[src/npl_map.vh]
`ifndef NPL_MAP_VH
`define NPL_MAP_VH
// ----------------------------------------
// Page layout
// ----------------------------------------
`define NPL_SPARE_START 12'h800
`define NPL_BBM_LAST 12'h803
`define NPL_META1_START 12'h820
`define NPL_ECC_START 12'h840
`define NPL_ECC_LAST 12'h87f
`define NPL_ECC_PER_SECT 12'h010
`define NPL_META1_PER_SECT 12'h008
`define NPL_SECT_BYTES 12'h200
`define NPL_PAGE_LAST 12'h87f
`define NPL_GOOD_MARK 8'hff
`define NPL_BAD_MARK 8'h00
`define NPL_MAX_CORR 4'h8
`define NPL_MAIN_SECT_HI 10
`define NPL_MAIN_SECT_LO 9
`define NPL_META1_SECT_HI 4
`define NPL_META1_SECT_LO 3
`define NPL_ECC_SECT_HI 5
`define NPL_ECC_SECT_LO 4
// ----------------------------------------
// Status bits and timing
// ----------------------------------------
`define NPL_STAT_BUSY_BIT 0
`define NPL_INIT_TIME_US 1250
`define NPL_CLK_MHZ 10
`endif

[src/npl_sync3.v]
`timescale 1ns/1ps
module npl_sync3 (
    // Clock and reset
    input wire clk_sys,
    input wire rst_b,
    // Async input and filtered level
    input wire din,
    output reg dout
);
reg s1_r;
reg s2_r;
reg s3_r;
always @(posedge clk_sys or negedge rst_b) begin
    if (!rst_b) begin
        s1_r <= 1'b0;
        s2_r <= 1'b0;
        s3_r <= 1'b0;
        dout <= 1'b0;
    end else begin
        s1_r <= din;
        s2_r <= s1_r;
        s3_r <= s2_r;
        if (s2_r == s3_r) begin
            dout <= s3_r;
        end
    end
end
endmodule // npl_sync3

[src/npl_nand_powerup.v]
// Functional notes
// RULE1: ECC parity for sector n sits at 840h+16n, user writes there refused.
// RULE2: Spare bytes 800h..803h hold bad-block mark, outside ECC coverage.
// RULE3: Codeword is 512 main plus 8 meta plus 16 parity bytes, 8-bit correction.
// RULE4: Bad factory block has 00h at byte 2048 of page one or two.
// RULE5: Host scans first spare byte of pages one and two for non-FFh; block_bad checks byte 800h of the first page only.
// RULE6: Host tolerates up to total minus minimum valid blocks going bad.
// RULE7: Host keeps chip select inactive during supply ramps.
// RULE8: Host waits 250 us after write-inhibit level before explicit reset.
// RULE9: Host sends nothing for 1.25 ms after reset unless polling busy.
// RULE10: Device starts initialization alone once supply passes write-inhibit level.
// RULE11: Initialization loads first array page into cache register.
// RULE12: Status reads accepted during initialization; host polls busy until clear.
// RULE13: Non-polling host waits 1.25 ms after minimum supply before access.
// RULE14: Status bit 0 is one while busy, zero when ready.
// RULE15: Host rounds its wait counts up so no wait is short.
`timescale 1ns/1ps
`include "npl_map.vh"
module npl_nand_powerup #(
    parameter INIT_CYCLES = `NPL_INIT_TIME_US * `NPL_CLK_MHZ,
    parameter CNT_W = 16
) (
    // Clock and reset
    input wire clk_sys,
    input wire rst_b,
    // Supply monitor
    input wire write_inhibit_level,
    // Host reset command and status read
    input wire reset_cmd,
    input wire status_rd,
    output reg [7:0] status_q,
    output reg status_vld,
    // Array read port for first page
    output reg arr_rd,
    output reg [11:0] arr_addr,
    input wire [7:0] arr_data,
    // Cache register write port
    output reg cache_wr,
    output reg [11:0] cache_addr,
    output reg [7:0] cache_data,
    // Page layout classification of a user write address
    input wire [11:0] chk_addr,
    output reg chk_ecc_cov,
    output reg chk_wr_refused,
    output reg [1:0] chk_sector,
    // Bad block report of loaded first page
    output reg block_bad,
    // Busy flag
    output reg busy_in_progress_flag
);
// ----------------------------------------
// States
// ----------------------------------------
localparam [3:0] ST_OFF = 4'h1;
localparam [3:0] ST_LOAD = 4'h2;
localparam [3:0] ST_WAIT = 4'h4;
localparam [3:0] ST_RDY = 4'h8;
localparam [CNT_W-1:0] INIT_CNT = INIT_CYCLES[CNT_W-1:0];
reg [3:0] state_r;
reg [3:0] state_nxt;
reg [CNT_W-1:0] cnt_r;
reg [11:0] addr_r;
reg rd_dly_r;
reg [11:0] rd_addr_dly_r;
wire wi_ok;
wire rst_cmd_ok;
// ----------------------------------------
// Input synchronisers
// ----------------------------------------
npl_sync3 u_sync_wi (
    .clk_sys(clk_sys),
    .rst_b(rst_b),
    .din(write_inhibit_level),
    .dout(wi_ok)
);
npl_sync3 u_sync_rst (
    .clk_sys(clk_sys),
    .rst_b(rst_b),
    .din(reset_cmd),
    .dout(rst_cmd_ok)
);
reg rst_cmd_d_r;
wire rst_cmd_pulse;
assign rst_cmd_pulse = rst_cmd_ok & ~rst_cmd_d_r;
wire pipe_idle;
assign pipe_idle = ~arr_rd & ~rd_dly_r & ~cache_wr;
// ----------------------------------------
// Init sequencer
// ----------------------------------------
always @* begin
    state_nxt = state_r;
    case (state_r)
        ST_OFF: begin
            if (wi_ok) begin
                state_nxt = ST_LOAD; // RULE10
            end
        end
        ST_LOAD: begin
            if (addr_r == `NPL_PAGE_LAST) begin
                state_nxt = ST_WAIT;
            end
        end
        ST_WAIT: begin
            if (cnt_r == {CNT_W{1'b0}} && pipe_idle) begin
                state_nxt = ST_RDY;
            end
        end
        ST_RDY: begin
            if (rst_cmd_pulse) begin
                state_nxt = ST_LOAD;
            end
        end
        default: begin
            state_nxt = ST_OFF;
        end
    endcase
    if (!wi_ok) begin
        state_nxt = ST_OFF;
    end
end
always @(posedge clk_sys or negedge rst_b) begin
    if (!rst_b) begin
        state_r <= ST_OFF;
        cnt_r <= {CNT_W{1'b0}};
        addr_r <= 12'h000;
        arr_rd <= 1'b0;
        arr_addr <= 12'h000;
        rd_dly_r <= 1'b0;
        rd_addr_dly_r <= 12'h000;
        cache_wr <= 1'b0;
        cache_addr <= 12'h000;
        cache_data <= 8'h00;
        block_bad <= 1'b0;
        rst_cmd_d_r <= 1'b0;
    end else begin
        state_r <= state_nxt;
        rst_cmd_d_r <= rst_cmd_ok;
        arr_rd <= (state_r == ST_LOAD); // RULE11
        arr_addr <= addr_r;
        rd_dly_r <= arr_rd;
        rd_addr_dly_r <= arr_addr;
        cache_wr <= rd_dly_r;
        cache_addr <= rd_addr_dly_r;
        cache_data <= arr_data;
        if (state_r == ST_LOAD) begin
            addr_r <= addr_r + 12'h001;
        end else begin
            addr_r <= 12'h000;
        end
        if (state_r == ST_OFF || state_r == ST_RDY) begin
            cnt_r <= INIT_CNT;
        end else if (cnt_r != {CNT_W{1'b0}}) begin
            cnt_r <= cnt_r - {{(CNT_W-1){1'b0}}, 1'b1};
        end
        if (rd_dly_r && rd_addr_dly_r == `NPL_SPARE_START) begin
            block_bad <= (arr_data != `NPL_GOOD_MARK); // RULE4
        end
    end
end
// ----------------------------------------
// Busy flag, held until the page sits in the cache and the init count has run out
// ----------------------------------------
always @(posedge clk_sys or negedge rst_b) begin
    if (!rst_b) begin
        busy_in_progress_flag <= 1'b1;
    end else begin
        busy_in_progress_flag <= (state_nxt != ST_RDY); // RULE14
    end
end
// ----------------------------------------
// Status read, served while busy too
// ----------------------------------------
always @(posedge clk_sys or negedge rst_b) begin
    if (!rst_b) begin
        status_q <= 8'h00;
        status_vld <= 1'b0;
    end else begin
        status_vld <= status_rd; // RULE12
        if (status_rd) begin
            status_q <= 8'h00;
            status_q[`NPL_STAT_BUSY_BIT] <= busy_in_progress_flag; // RULE14
        end
    end
end
// ----------------------------------------
// Page layout classifier
// ----------------------------------------
reg cov_nxt;
reg ref_nxt;
reg [1:0] sec_nxt;
always @* begin
    cov_nxt = 1'b0;
    ref_nxt = 1'b0;
    sec_nxt = 2'h0;
    if (chk_addr < `NPL_SPARE_START) begin
        cov_nxt = 1'b1; // RULE3
        sec_nxt = chk_addr[`NPL_MAIN_SECT_HI:`NPL_MAIN_SECT_LO];
    end else if (chk_addr <= `NPL_BBM_LAST) begin
        cov_nxt = 1'b0; // RULE2
    end else if (chk_addr >= `NPL_META1_START && chk_addr < `NPL_ECC_START) begin
        cov_nxt = 1'b1; // RULE3
        sec_nxt = chk_addr[`NPL_META1_SECT_HI:`NPL_META1_SECT_LO];
    end else if (chk_addr >= `NPL_ECC_START && chk_addr <= `NPL_ECC_LAST) begin
        cov_nxt = 1'b1;
        ref_nxt = 1'b1; // RULE1
        sec_nxt = chk_addr[`NPL_ECC_SECT_HI:`NPL_ECC_SECT_LO];
    end else if (chk_addr > `NPL_ECC_LAST) begin
        ref_nxt = 1'b1;
    end
end
always @(posedge clk_sys or negedge rst_b) begin
    if (!rst_b) begin
        chk_ecc_cov <= 1'b0;
        chk_wr_refused <= 1'b0;
        chk_sector <= 2'h0;
    end else begin
        chk_ecc_cov <= cov_nxt;
        chk_wr_refused <= ref_nxt;
        chk_sector <= sec_nxt;
    end
end
endmodule // npl_nand_powerup

[config.mk]
export PLATFORM = sky130hd
export DESIGN_NAME = npl_nand_powerup
export DESIGN_NICKNAME = d
export VERILOG_FILES = /design/src/npl_sync3.v /design/src/npl_nand_powerup.v
export VERILOG_INCLUDE_DIRS = /design/src
export SDC_FILE = /design/constraint.sdc
export NUM_CORES = 1
export LEC_CHECK = 0
export BUFFER_PORTS_ARGS = -buffer_cell sky130_fd_sc_hd__buf_2
export CORE_MARGIN = 2
export CORE_UTILIZATION = 48
export DETAILED_ROUTE_END_ITERATION = 8
export GPL_ROUTABILITY_DRIVEN = 1
export GPL_TIMING_DRIVEN = 0
export PLACE_DENSITY = 0.74
export RECOVER_POWER = 100
export SLEW_MARGIN = 0
export SYNTH_ARGS = -nofsm -noshare
export SYNTH_HDL_FRONTEND = slang
export SYNTH_SLANG_ARGS = --single-unit
[constraint.sdc]
create_clock -name clk_sys -period 1.8 [get_ports clk_sys]
set_clock_uncertainty 0.05 [all_clocks]
set_input_delay 0.09 -clock clk_sys [delete_from_list [all_inputs] [get_ports clk_sys]]
set_output_delay 0.09 -clock clk_sys [all_outputs]
set_load 0.03 [all_outputs]
## Word level (Yosys, flattened, before mapping)

Index checks and enable logic that the tools add are counted.

| word-level totals | value |
|---|---|
| flip-flop bits (word level) | 96 |
| input bits | 25 |
| output and inout port bits | 49 |

| cells by class | value |
|---|---|
| add/sub/neg operators | 2 |
| $lt $le $gt $ge | 7 |
| equality and inequality tests | 10 |
| mux-type cells | 21 |
| bitwise gates (word level) | 7 |
| reductions and logical operators | 8 |

Operator list:

| operator | number |
|---|---|
| $mux 16 | 2 |
| $eq 12x12->1 const B | 2 |
| $ge 12x12->1 const B | 2 |
| $le 12x12->1 const B | 2 |
| $lt 12x12->1 const B | 2 |
| $logic_not 16->1 | 1 |
| $mux 4 | 4 |
| $pmux 4 s4 | 1 |
| $reduce_bool 16->1 | 1 |
| $sub 16x1->16 const B | 1 |
| $add 12x1->12 const B | 1 |
| $gt 12x12->1 const B | 1 |
| $mux 12 | 1 |
| $mux 1 | 9 |
| $mux 2 | 4 |
| $ne 8x8->1 const B | 1 |
| $eq 4x1->1 const B | 1 |
| $eq 4x2->1 const B | 1 |
| $eq 4x3->1 const B | 1 |
| $eq 4x4->1 const B | 1 |
| $logic_and 1x1->1 | 4 |
| $ne 4x4->1 const B | 1 |
| $not 1->1 | 4 |
| $and 1x1->1 | 3 |
| other kinds (3) | 4 |

## Depth between registers and ports, before layout

| logic depth | value |
|---|---|
| depth after elaboration | 8 |
| mapped depth | 7 |
| mapped depth without buffers | 6 |

## Cells and area by module

From an unflattened synthesis, not the netlist that was laid out.

| second synthesis, totals | value |
|---|---|
| cells, all modules | 278 |
| area total of the unflattened synthesis | 3517.1 um^2 |

Modules (own cells, without submodules):

| module | times used | cells each | area an instance (um^2) | seq. area each (um^2) |
|---|---|---|---|---|
| npl_nand_powerup | 1 | 268 | 3294.4 | 2204.6 |
| npl_sync3 | 2 | 5 | 111.4 | 100.1 |

## Least setup slack after synthesis

No wires, ideal clock.

| path | value |
|---|---|
| path kind | reg-to-reg |
| start point | reg cnt_r[0] |
| end point | reg busy_in_progress_flag |
| setup time | 0.077 ns |
| data arrival time | 1.653 ns |
| data required time | 1.673 ns |
| setup slack | 0.020 ns |
| cell stages (with the launch flop) | 7 |
| path buffers | 0 |
| cells stage by stage | dfrtp_1 -> inv_1 -> ha_1 -> nor3b_2 -> nand2_1 -> or4b_4 -> a21o_1 |

| between the ends | value |
|---|---|
| cells in the longest elaborated chain, start to end | 6 |

Ends and longest elaborated chain:

| item | RTL line | RTL |
|---|---|---|
| start: declaration | npl_nand_powerup.v:61 | `reg [CNT_W-1:0] cnt_r;` |
| start signal: assignment | npl_nand_powerup.v:124 | `cnt_r <= {CNT_W{1'b0}};` |
| start signal: assignment | npl_nand_powerup.v:153 | `cnt_r <= cnt_r - {{(CNT_W-1){1'b0}}, 1'b1};` |
| $logic_not 16->1 | npl_nand_powerup.v:104 | `if (cnt_r == {CNT_W{1'b0}} && pipe_idle) begin` |
| $logic_and 1x1->1 | npl_nand_powerup.v:104 |  |
| $mux 4 | npl_nand_powerup.v:104 |  |
| $pmux 4 s4 | npl_nand_powerup.v:92 | `case (state_r)` |
| $mux 4 | npl_nand_powerup.v:117 | `if (!wi_ok) begin` |
| $ne 4x4->1 | npl_nand_powerup.v:167 | `busy_in_progress_flag <= (state_nxt != ST_RDY);` |
| end signal: assignment | npl_nand_powerup.v:167 |  |
| end: declaration | npl_nand_powerup.v:49 | `output reg busy_in_progress_flag` |

No other way between the ends.
A chain may end at the register's enable or synchronous reset.

## Worst setup path in the final report

| path | value |
|---|---|
| start point | reg cnt_r[6] |
| end point | reg cnt_r[15] |

| between the ends | value |
|---|---|
| cells in the longest elaborated chain, start to end | 3 |
| elaborated cells on any way between the ends | 5 |

Ends and longest elaborated chain:

| item | RTL line | RTL |
|---|---|---|
| $sub 16x1->16 | npl_nand_powerup.v:153 |  |
| $mux 16 | npl_nand_powerup.v:152 | `end else if (cnt_r != {CNT_W{1'b0}}) begin` |
| $mux 16 | npl_nand_powerup.v:150 | `if (state_r == ST_OFF \|\| state_r == ST_RDY) begin` |

Parallel ways exist; a longest one is shown, timed or not. The select of a mux whose other input is x is not followed.

==> run metrics <==
IO Port Bufs 63; number of warnings issued by yosys 0; Total Die Area 8120 um^2; pin count of the biggest net entering global routing 69; via count 2398; number of synthesized flops with an enable pin 0; Setup WS pre-CTS -0.249 ns; leakage power summed over all cells 1.92 nW; most instantiated flip-flop cell in the synthesis netlist sky130_fd_sc_hd__dfrtp_1; TritonCTS clock tree yes; arrival time of the worst setup path 2.07 ns; maximum number of buffers from clock root to sink 2; gate count of the mapped netlist 273; critical path class reg -> reg; startpoint class of the critical path flop; clock buffer count from CTS 9; utilization after layout 61.8%; antenna viol nets, final 0; violations in the final reports setup timing; total routed wirelength 6370 um; Congestion Overflow GR 0; Total Negative Setup Slacks -0.215 ns; required time of the critical path 1.99 ns; final standard cell area without fillers 4460 um^2; vias per cell 5.00; Final nets 404; register area share after synthesis 67.6%; Max Fclk 531 MHz; GPL Wtd Cong 0.834; element type at the critical path end flop; htree depth 3; area of the multi-input gates 1150 um^2; maximum VDD drop 0.000448 V; cell area after placement 4050 um^2; Syn-to-layout area delta 25.4%; setup repair after global routing missed its margin true; number of core rows 31; HPWL after DPL 4280 um; worst reg2reg setup slack -0.08 ns; share of post-route cells with drive strength above 1 18.1%; PnR Total Power 4.44 mW; outcome finished with violations; synthesized cell area 3560 um^2; number of ports placed on the die boundary 74; final critical path time including I/O delays and setup 1.88 ns; number of antenna violations at the first check in global routing 0; layout filler cell count 593; slew at the pin closest to its max-slew limit 0.690 ns; largest area contributor in the synthesized netlist sky130_fd_sc_hd__dfrtp_1; clock slew at the register clock pins of the worst setup and hold paths 0.09 ns; path type of the worst min-delay path in -> reg; worst relative slew slack 54.0%; final routed DRC violation total 0; violation count after the first detailed-routing iteration 128; Area contributors post-synth sky130_fd_sc_hd__dfrtp_1 66%, sky130_fd_sc_hd__nor2_1 2.1%, sky130_fd_sc_hd__o21ai_0 1.8%; die height 90.1 um; initial cell density of the core 49.3%; portion of synthesized cell area occupied by the leading cell type 66.1%; final setup violating endpoints 5; average detailed-routed wire length per instance 13.3 um; length of the first detailed-routing pass in iterations 4; share of synthesized registers carrying an async set or reset 100%; Non-Filler Instances 480; PnR worst setup slack -0.0844 ns; final worst hold slack 0.000435 ns; number of global-route vias before repair 2316; post-synthesis average cell area 13.0 um^2; number of diodes 0; number of distinct standard cells referenced by the synthesized netlist 54; worst-path maximum fanout 4; number of max-cap violations 0; clock latency at the later pin of the worst-skew pair 0.36 ns; Hold Violations, Final 0; Root Buffer Master sky130_fd_sc_hd__clkbuf_8; Final Slew Violations 0; standard cell core area 7210 um^2; crit share post-route 105%; area taken by flip-flops and latches 2400 um^2; power density relative to cell area 996 nW/um^2; wire length of the first global-routing pass 10700 um; number of cells after detailed placement 442; #FFs+latches synth 96; global router's overall resource usage 16.6%; count of clock tree sinks 96; die width 90.1 um
-- layer usage --
layer / up-vias / global-route usage (%) / wire length (um)
li1: 1162 / - / -
met1: 1160 / 23.1 / 2920
met2: 68 / 25.1 / 3000
met3: 8 / 3.60 / 317
met4: 0 / 8.08 / 126
met5: - / 0 / 0
-- flip-flops by register name, summed over array words and instances (netlist names), 2 cells and up --
name / count
addr_r: 12
arr_addr: 12
cache_addr: 12
cache_data: 8
chk_sector: 2
cnt_r: 16
rd_addr_dly_r: 12
state_r: 4
-- cells by family after synthesis --
group | synth area share, %
flip-flops | 67.6
AO/OA/AOI/OAI | 7.18
XOR/XNOR | 2.46
other | 0.105
buffers and inverters | 3.27
adder cells (fa/ha/maj) | 1.27
AND/OR/NAND/NOR | 16.4
multiplexers | 1.72
-- synthesized netlist by cell type (3+ instances only) --
cell and n:
sky130_fd_sc_hd__nor2_1 20, sky130_fd_sc_hd__o31ai_1 4, sky130_fd_sc_hd__and3_1 3, sky130_fd_sc_hd__xnor2_1 6, sky130_fd_sc_hd__nand3_1 10, sky130_fd_sc_hd__xor2_1 4, sky130_fd_sc_hd__inv_1 10, sky130_fd_sc_hd__nor3_1 4
sky130_fd_sc_hd__o21ai_0 13, sky130_fd_sc_hd__nand4_1 4, sky130_fd_sc_hd__mux2i_1 5, sky130_fd_sc_hd__nor4_1 10, sky130_fd_sc_hd__or3_1 3, sky130_fd_sc_hd__dfrtp_1 94, sky130_fd_sc_hd__nand2_1 14, sky130_fd_sc_hd__buf_4 7
sky130_fd_sc_hd__a21oi_1 9, sky130_fd_sc_hd__o311ai_0 3
-- critical path, stage by stage (launching register included) --
cell	delay, ns
sky130_fd_sc_hd__dfrtp_1	0.42
sky130_fd_sc_hd__or4_4	0.61
sky130_fd_sc_hd__nor4_4	0.33
sky130_fd_sc_hd__a211oi_1	0.13
sky130_fd_sc_hd__a41o_1	0.22
-- final cells by class --
| class | instances | area share [%] |
|---|---|---|
| clock buffers | 10 | 3.09 |
| plain buffers | 11 | 1.80 |
| repair buffers | 87 | 10.8 |
| multi-input cells | 162 | 25.8 |
| clock inverters | 5 | 0.926 |
| flip-flops and latches | 96 | 53.9 |
| inverters | 10 | 0.842 |
| well taps | 99 | 2.78 |
-- final timing paths --
path,startpoint,cells past startpoint,to
worst min register to register,u_sync_rst.s1_r$_DFF_PN0_,0,u_sync_rst.s2_r$_DFF_PN0_
worst min-delay path,chk_addr[8],4,chk_sector[0]$_DFF_PN0_
worst max register to register,cnt_r[6]$_DFFE_PN0P_,4,cnt_r[15]$_DFFE_PN0P_
worst max-delay path,cnt_r[6]$_DFFE_PN0P_,4,cnt_r[15]$_DFFE_PN0P_
min in group asynchronous,rst_b,2,addr_r[6]$_DFF_PN0_
max in group asynchronous,rst_b,3,cache_addr[4]$_DFF_PN0_
-- cell usage in the layout (no fill, tap or decap), drive strengths merged, types with 3 or more instances in the layout --
master,synthesis,routed
or4b,3,3
xor2,4,4
nand3,10,10
nor3b,3,3
a21oi,9,9
nand4,4,4
inv,10,11
o311ai,3,3
nor2,20,20
conb,1,7
nand2,14,14
nor3,5,5
o31ai,5,5
xnor2,6,6
dlygate4sd3,0,18
buf,8,24
clkbuf,3,66
or3,5,5
nor4,11,11
and3,3,3
dfrtp,94,94
mux2i,5,5
o21ai,15,15
or4,4,4
-- power by group --
group          internal (mW)  switching, mW
clock                  0.541          0.704
combinational          0.324          0.466
sequential              2.29          0.123
total                   3.15           1.29
-- timing repair --
action / in CTS / in global routing
setup buffers: 3 / 2
setup endpoints to repair: 13 / 15
pin swaps: 0 / 7
resized for setup: 6 / 17
hold buffers: 18 / 0
gates cloned: 0 / 0
hold endpoints to repair: 62 / 0
(Power assumes the default switching activity.)
